**src/design/motion_status_map.vh**
```
// register offsets, field positions, reset values and timing counts for the motion status readout
`ifndef MOTION_STATUS_MAP_VH
`define MOTION_STATUS_MAP_VH
`define OFF_REVISION      8'h01
`define OFF_KEY_STATE     8'h02
`define OFF_HORIZ_LOW     8'h03
`define OFF_VERT_LOW      8'h04
`define OFF_MOTION_UPPER  8'h05
`define OFF_WHEEL_COUNT   8'h06
`define OFF_SURFACE_COUNT 8'h07
`define OFF_EXPOSURE_UP   8'h08
`define OFF_EXPOSURE_LOW  8'h09
`define RST_MOTION        8'h00
`define RST_WHEEL         8'h00
`define RST_SURFACE       8'h00
`define RST_EXPOSURE      16'h0064
`define RST_EXPOSURE_LO   8'h64
`define REVISION_VALUE    8'h01
`define SURFACE_MAX       8'h80
`define WHEEL_MAX         8'h7f
`define WHEEL_MIN         8'h81
`define KEY_FIELD_LSB     0
`define KEY_FIELD_W       3
`define X_UPPER_LSB       4
`define Y_UPPER_LSB       0
`define DEBOUNCE_TIME_US  5
`define CLK_MHZ           40
`define DEBOUNCE_CYCLES   (`DEBOUNCE_TIME_US * `CLK_MHZ)
`endif

```
**src/design/key_debounce.v**
```verilog
// three-key debouncer: the key levels are accepted after all three hold steady for the full window
`timescale 1ns/10ps
`include "motion_status_map.vh"
module key_debounce (
  // clock and reset
  input  wire       clk,
  input  wire       reset_n,
  input  wire       clk_en,
  // keys
  input  wire [2:0] key_raw,
  output reg  [2:0] key_clean_r
);
  reg [2:0]  key_seen_r;
  reg [15:0] count_r;
  always @(posedge clk)
  begin
    if (!reset_n)
    begin
      key_seen_r  <= 3'h0;
      key_clean_r <= 3'h0;
      count_r     <= 16'h0000;
    end
    else if (clk_en)
    begin
      if (key_raw != key_seen_r)
      begin
        key_seen_r <= key_raw;
        count_r    <= 16'h0000;
      end
      else if (count_r == `DEBOUNCE_CYCLES - 1)
        key_clean_r <= key_seen_r;
      else
        count_r <= count_r + 16'h0001;
    end
  end
endmodule // key_debounce

```
**src/design/motion_status_readout.v**
```verilog
// read-only diagnostic register group: revision, keys, motion mirror, wheel, surface and exposure
`timescale 1ns/10ps
`include "motion_status_map.vh"
// Notes on behaviour
// [RQ1] revision register returns a fixed silicon revision value
// [RQ2] each of three keys in its own low bit, 1 pressed, 0 open
// [RQ3] key bits come from debounced key signals, not raw levels
// [RQ4] host uses these mirrors only for test; navigation via HID reports
// [RQ5] horizontal low holds low 8 bits of latest sent or queued X
// [RQ6] vertical low holds low 8 bits of latest sent or queued Y
// [RQ7] upper register: X[11:8] in bits 7..4, Y[11:8] in bits 3..0
// [RQ8] Y low and upper read zero unless X low was read first
// [RQ9] motion is two's complement, scaled by the selected resolution
// [RQ10] wheel count accumulates, saturating between -127 and +127
// [RQ11] surface register reports features seen in current frame
// [RQ12] surface register never reports above 128
// [RQ13] exposure pair is a 16-bit shutter-open clock count, upper and lower
// [RQ14] upper exposure read freezes lower byte so the pair stays consistent
// [RQ15] registers reached through USB port; unreachable after bus reset
// [RQ16] key reserved bits read zero; writes have no effect
// [RQ17] wheel count presented as 8-bit two's complement
module motion_status_readout (
  // clock, reset, enable
  input  wire        clk,
  input  wire        reset_n,
  input  wire        clk_en,
  // register port from the usb endpoint logic
  input  wire        usb_bus_reset,
  input  wire        reg_rd,
  input  wire        reg_wr,
  input  wire [7:0]  reg_addr,
  input  wire [7:0]  reg_wdata,
  output reg  [7:0]  reg_rdata_r,
  output reg         reg_rvalid_r,
  // keys and wheel
  input  wire [2:0]  key_raw,
  input  wire        wheel_a,
  input  wire        wheel_b,
  // report path and imaging
  input  wire        report_load,
  input  wire [11:0] report_dx,
  input  wire [11:0] report_dy,
  input  wire        frame_done,
  input  wire [7:0]  frame_features,
  input  wire [15:0] frame_exposure
);
  wire [2:0]  key_clean;
  wire [7:0]  wheel_val;
  reg  [11:0] dx_r;
  reg  [11:0] dy_r;
  reg         x_read_r;
  reg  [7:0]  surface_r;
  reg  [15:0] exposure_r;
  reg  [7:0]  exp_low_hold_r;
  reg         exp_pair_open_r;
  reg         usb_live_r;
  reg  [7:0]  rdata_nxt;
  wire        rd_ok;
  wire        wheel_clear;

  assign rd_ok       = reg_rd && usb_live_r && !usb_bus_reset; // [RQ15]
  assign wheel_clear = rd_ok && (reg_addr == `OFF_WHEEL_COUNT);

  key_debounce u_key_debounce (
    .clk         (clk),
    .reset_n     (reset_n),
    .clk_en      (clk_en),
    .key_raw     (key_raw),
    .key_clean_r (key_clean)
  );

  wheel_counter u_wheel_counter (
    .clk         (clk),
    .reset_n     (reset_n),
    .clk_en      (clk_en),
    .wheel_a     (wheel_a),
    .wheel_b     (wheel_b),
    .count_clear (wheel_clear),
    .count_r     (wheel_val)
  );

  function [7:0] clamp_surface;
    input [7:0] v;
    begin
      clamp_surface = (v > `SURFACE_MAX) ? `SURFACE_MAX : v;
    end
  endfunction

  always @*
  begin
    rdata_nxt = 8'h00;
    case (reg_addr)
      `OFF_REVISION:      rdata_nxt = `REVISION_VALUE; // [RQ1]
      `OFF_KEY_STATE:     rdata_nxt = {5'h00, key_clean}; // [RQ2] [RQ3] [RQ16]
      `OFF_HORIZ_LOW:     rdata_nxt = dx_r[7:0]; // [RQ5] [RQ9]
      `OFF_VERT_LOW:      rdata_nxt = x_read_r ? dy_r[7:0] : 8'h00; // [RQ6] [RQ8]
      `OFF_MOTION_UPPER:  rdata_nxt = x_read_r ? {dx_r[11:8], dy_r[11:8]} : 8'h00; // [RQ7] [RQ8]
      `OFF_WHEEL_COUNT:   rdata_nxt = wheel_val; // [RQ17]
      `OFF_SURFACE_COUNT: rdata_nxt = surface_r; // [RQ11]
      `OFF_EXPOSURE_UP:   rdata_nxt = exposure_r[15:8]; // [RQ13]
      `OFF_EXPOSURE_LOW:  rdata_nxt = exp_low_hold_r; // [RQ14]
      default:            rdata_nxt = 8'h00;
    endcase
  end

  always @(posedge clk)
  begin
    if (!reset_n)
    begin
      reg_rdata_r    <= 8'h00;
      reg_rvalid_r   <= 1'b0;
      dx_r           <= {4'h0, `RST_MOTION};
      dy_r           <= {4'h0, `RST_MOTION};
      x_read_r       <= 1'b0;
      surface_r      <= `RST_SURFACE;
      exposure_r     <= `RST_EXPOSURE;
      exp_low_hold_r <= `RST_EXPOSURE_LO;
      exp_pair_open_r <= 1'b0;
      usb_live_r     <= 1'b0;
    end
    else if (clk_en)
    begin
      // writes are accepted on the port but alter nothing
      reg_rvalid_r <= rd_ok; // [RQ16]
      if (rd_ok)
        reg_rdata_r <= rdata_nxt;
      if (usb_bus_reset)
      begin
        usb_live_r <= 1'b0; // [RQ15]
        x_read_r   <= 1'b0;
      end
      else
        usb_live_r <= 1'b1;
      // new report data replaces the mirror; reading X arms Y and upper
      if (report_load)
      begin
        dx_r     <= report_dx; // [RQ5]
        dy_r     <= report_dy; // [RQ6]
        x_read_r <= 1'b0;
      end
      else if (rd_ok && reg_addr == `OFF_HORIZ_LOW)
        x_read_r <= 1'b1; // [RQ8]
      if (frame_done)
      begin
        surface_r  <= clamp_surface(frame_features); // [RQ12]
        exposure_r <= frame_exposure; // [RQ13]
      end
      // lower byte is snapped when the upper is read so a frame between reads cannot tear it
      // held until the lower byte is read, else a new frame between the two reads tears the pair
      if (rd_ok && reg_addr == `OFF_EXPOSURE_UP)
      begin
        exp_low_hold_r  <= exposure_r[7:0]; // [RQ14]
        exp_pair_open_r <= 1'b1;
      end
      else
      begin
        if (rd_ok && reg_addr == `OFF_EXPOSURE_LOW)
          exp_pair_open_r <= 1'b0; // [RQ14]
        if (frame_done && !exp_pair_open_r)
          exp_low_hold_r <= frame_exposure[7:0];
      end
    end
  end
endmodule // motion_status_readout

```
**src/design/wheel_counter.v**
```verilog
// quadrature z-wheel decoder with a saturating signed count, cleared when read
`timescale 1ns/10ps
`include "motion_status_map.vh"
module wheel_counter (
  // clock and reset
  input  wire       clk,
  input  wire       reset_n,
  input  wire       clk_en,
  // wheel
  input  wire       wheel_a,
  input  wire       wheel_b,
  input  wire       count_clear,
  output reg  [7:0] count_r
);
  reg  [1:0] prev_r;
  wire       step;
  wire       up;
  reg  [7:0] count_nxt;
  assign step = ({wheel_a, wheel_b} != prev_r) && (prev_r[0] != wheel_b) && (prev_r[1] == wheel_a) ? 1'b0 :
                ({wheel_a, wheel_b} != prev_r) && (wheel_a != prev_r[1]);
  assign up   = wheel_a ^ wheel_b;
  always @*
  begin
    count_nxt = count_clear ? `RST_WHEEL : count_r;
    // count only on a-edges; clear and step in one cycle keeps the step
    if (step)
    begin
      if (up && count_nxt != `WHEEL_MAX)
        count_nxt = count_nxt + 8'h01; // [RQ10]
      else if (!up && count_nxt != `WHEEL_MIN)
        count_nxt = count_nxt - 8'h01; // [RQ10]
    end
  end
  always @(posedge clk)
  begin
    if (!reset_n)
    begin
      prev_r  <= 2'h0;
      count_r <= `RST_WHEEL;
    end
    else if (clk_en)
    begin
      prev_r  <= {wheel_a, wheel_b};
      count_r <= count_nxt; // [RQ17]
    end
  end
endmodule // wheel_counter

```
**config.mk**
```make
export PLATFORM = sky130hd
export DESIGN_NAME = motion_status_readout
export DESIGN_NICKNAME = d
export VERILOG_FILES = /design/src/design/key_debounce.v /design/src/design/motion_status_readout.v /design/src/design/wheel_counter.v
export VERILOG_INCLUDE_DIRS = /design/src /design/src/design
export SDC_FILE = /design/constraint.sdc
export NUM_CORES = 1
export LEC_CHECK = 0
export BUFFER_PORTS_ARGS = -buffer_cell sky130_fd_sc_hd__buf_4
export CORE_MARGIN = 1
export CORE_UTILIZATION = 25
export CTS_BUF_LIST = sky130_fd_sc_hd__clkbuf_4
export DETAILED_ROUTE_END_ITERATION = 10
export PLACE_DENSITY = 0.46
export SYNTH_ARGS = -nofsm -noshare
export SYNTH_HDL_FRONTEND = slang
export SYNTH_SLANG_ARGS = --single-unit
```
**constraint.sdc**
```tcl
create_clock -name clk -period 2.6 [get_ports clk]
set_input_delay 0.39 -clock clk [delete_from_list [all_inputs] [get_ports clk]]
set_output_delay 0.39 -clock clk [all_outputs]
set_load 0.05 [all_outputs]
```
==> metrics.md <==
| Metric | Value |
|---|---|
| Status | `complete, no violations` |
| All-layer global routing usage | `14.6%` |
| Post-CTS Setup Repair Bufs | `0` |
| Asr flop ratio synth | `0%` |
| Grt total ovfl | `0` |
| Syn_nets | `684` |
| Ranking of synthesized cells by area | `dfxtp_1 40%, nand2_1 10%, a21oi_1 6.8%` |
| Most common library cells after synthesis | `137 x nand2_1, 99 x dfxtp_1, 67 x a21oi_1` |
| Drt initial violations | `308` |
| Post-synth EDFFs | `0` |
| Post-Route WL | `14400 um` |
| Final Skew | `16.0 ps` |
| Fmax | `0.409 GHz` |
| Via Count | `4584` |
| Dpl hpwl | `10800 um` |
| Sequential share of the synthesized area | `39.9%` |
| Area leader, netlist | `dfxtp_1` |
| Flop and latch count out of synthesis | `99` |
| Hold buffer count at cts | `0` |
| Initial Util | `25.5%` |
| Placed Area | `0.00592 mm^2` |
| Netlist cell types | `68` |
| Synth warnings | `0` |
| CTS Buf Count | `9` |
| Most frequent cell after synthesis | `nand2_1` |
| Clk Latency, worst-skew pair | `490 ps` |
| Post-synthesis cell area | `0.00496 mm^2` |
| Synth top area share | `39.9%` |
| PwrDens | `535 mW/mm^2` |
| Worst Tran Pin Value | `790 ps` |
| WS Path Type | `register to register` |
| Antenna-violating nets left | `0` |
| Die Wd | `143 um` |
| RSZ-0062 raised after global routing | `no` |
| Hold Vio Cnt, Final | `0` |
| DRC viols | `0` |
| Util after Layout | `31.6%` |
| GP Congestion | `0.822` |
| Pin count of the biggest net entering global routing | `43` |
| Vias in the first global route | `4382` |
| Xor/xnor share of the synthesized area | `2.82%` |
| Max Slew Vio Count | `0` |
| Max-cap violation count | `0` |
| Post-route minimum period | `2450 ps` |
| TritonCTS clock tree | `done` |
| Placement Rows | `51` |
| Pleak | `2.34 nW` |
| Mux cell area share after synthesis | `8.44%` |
| Final Instance Area | `0.00616 mm^2` |
| First-pass GRT wire length | `22900 um` |
| Die height | `143 um` |
| Simple-gate area share of the yosys netlist | `26.2%` |
| Data required, critical path | `3030 ps` |
| Final period utilization | `94.1%` |
| CORE AREA | `0.0195 mm^2` |
| Die area | `0.0204 mm^2` |
| Synth Area in Adders | `1.01%` |
| Area delta synth->final | `24.0%` |
| CP max FO | `5` |
| Largest family of logic cells by synthesized area | `simple AND/OR/NAND/NOR gates` |
| Initial antenna violation count | `1` |
| Resized cells post-CTS | `0` |
| Prevailing post-synth register cell | `dfxtp_1` |
| Setup_tns | `0 ps` |
| Max_slew headroom | `47.2%` |
| Buffers on Ports | `76` |
| Clock root cell | `clkbuf_4` |
| Fin nets | `765` |
| Vias per std cell | `4.80` |
| Top-level I/O count | `86` |
| Layout cells sized above 1 | `23.1%` |
| Drt wl/cell | `15.1 um` |
| Worst VDD drop | `0.000278 V` |
| H-tree depth | `3` |
| CP Capture Type | `register` |
| Average cell area after synthesis | `8.23 um^2` |
| Reg clk slew, reported paths | `160 ps` |
| Post-synthesis compound-gate area fraction | `17.0%` |
| Max clock buf depth | `2` |
| Hold Crit Class | `input pin to register` |
| Mapped Cells | `603` |
| CP arrival | `2880 ps` |
| Setup violations, final | `0` |
| Clock sinks | `99` |
| Startpoint Class | `register` |
| 1st-pass router iterations | `4` |
-- final timing paths --
kind | depth (start not counted) | slack (ps) | start | endpoint
hold / removal | 3 | 120 | frame_exposure[6] | exposure_r[6]
setup reg to reg | 9 | 150 | usb_live_r | u_wheel_counter.count_r[6]
setup / recovery | 9 | 150 | usb_live_r | u_wheel_counter.count_r[6]
hold reg to reg | 2 | 460 | dy_r[11] | dy_r[11]
-- kinds of logic (layout without fill, tap and decap cells) --
| kind of cell | after synthesis | after routing |
|---|---|---|
| buffers and inverters | 48 | 134 |
| AND/OR/NAND/NOR | 264 | 264 |
| other | 0 | 1 |
| adder cells (fa/ha/maj) | 4 | 4 |
| flip-flops | 99 | 99 |
| AO/OA/AOI/OAI | 132 | 132 |
| XOR/XNOR | 16 | 16 |
| multiplexers | 40 | 40 |
-- cell type report --
class                   count  area (um^2)
flip-flops and latches     99         1980
diodes                      1         2.50
fillers                  2073        13300
clock inverters             7          170
well taps                 265          332
inverters                   9         33.8
clock buffers               9         67.6
repair buffers            109          818
multi-input cells         456         2750
-- metal layers --
metal  global-route usage, %  up-vias  routed length [um]
met4                    5.49        0                 216
met3                    2.95       14                 568
li1                        -     2302                   -
met5                       0        -                   0
met2                    23.6       95                6680
met1                    19.0     2173                6940
-- cell usage in the layout (no fill, tap or decap), types with 3 or more instances in the layout --
cell type,synthesis,routed
nor3_1,9,9
o22ai_1,3,3
and2_1,3,3
clkbuf_4,0,9
a32oi_1,4,4
nor2_1,34,34
nor4_1,5,5
a211oi_1,3,3
and3b_1,4,4
a22oi_1,6,6
mux2_2,15,15
nor4b_1,3,3
buf_4,3,109
and4_1,4,4
nand3_1,21,21
a31o_2,5,5
xor2_1,6,6
xnor2_1,10,10
mux2i_1,25,25
nand3b_1,8,8
dfxtp_1,99,99
and3_1,3,3
o2111ai_1,3,3
o211ai_1,3,3
inv_1,9,8
nor2b_1,3,3
bufinv_16,0,5
a311oi_1,6,6
a22o_1,4,4
ha_1,4,4
a21oi_1,67,67
nand4_1,8,8
nand2_1,137,137
o21ai_0,12,12
-- critical path, cell delays in order, from the launching register on --
cell and delay (ps):
dfxtp_1 410, or4bb_1 450, o31ai_2 290, inv_1 90, ha_1 180, nand2_1 130
nor4b_2 60, o21a_1 240, a2111o_1 390, a21oi_1 140
-- report_power, final --
| part | switching, W | total (W) | internal, W |
|---|---|---|---|
| clock | 0.000578 | 0.00127 | 0.000690 |
| combinational | 0.000211 | 0.000408 | 0.000197 |
| sequential | 0.0000462 | 0.00162 | 0.00157 |
-- registers in the layout, indices dropped and copies added, names as in the netlist, 3 cells and up --
register	flops
surface_r	8
u_key_debounce.key_clean_r	3
reg_rdata_r	8
dy_r	12
dx_r	12
exp_low_hold_r	8
u_key_debounce.key_seen_r	3
u_wheel_counter.count_r	8
u_key_debounce.count_r	16
exposure_r	16
-- through the flow --
stage                     cells  setup WS (ps)  power [W]  hold slack (ps)
after floorplan             603            139    0.00188              432
after CTS                   954            137    0.00334             76.4
after global placement      938          -57.4    0.00205              442
final                       955            155    0.00330              119
after detailed placement    938          -74.5    0.00206              445
after global routing        955           8.87    0.00343             84.9
Power figures use the tool's default switching activity.
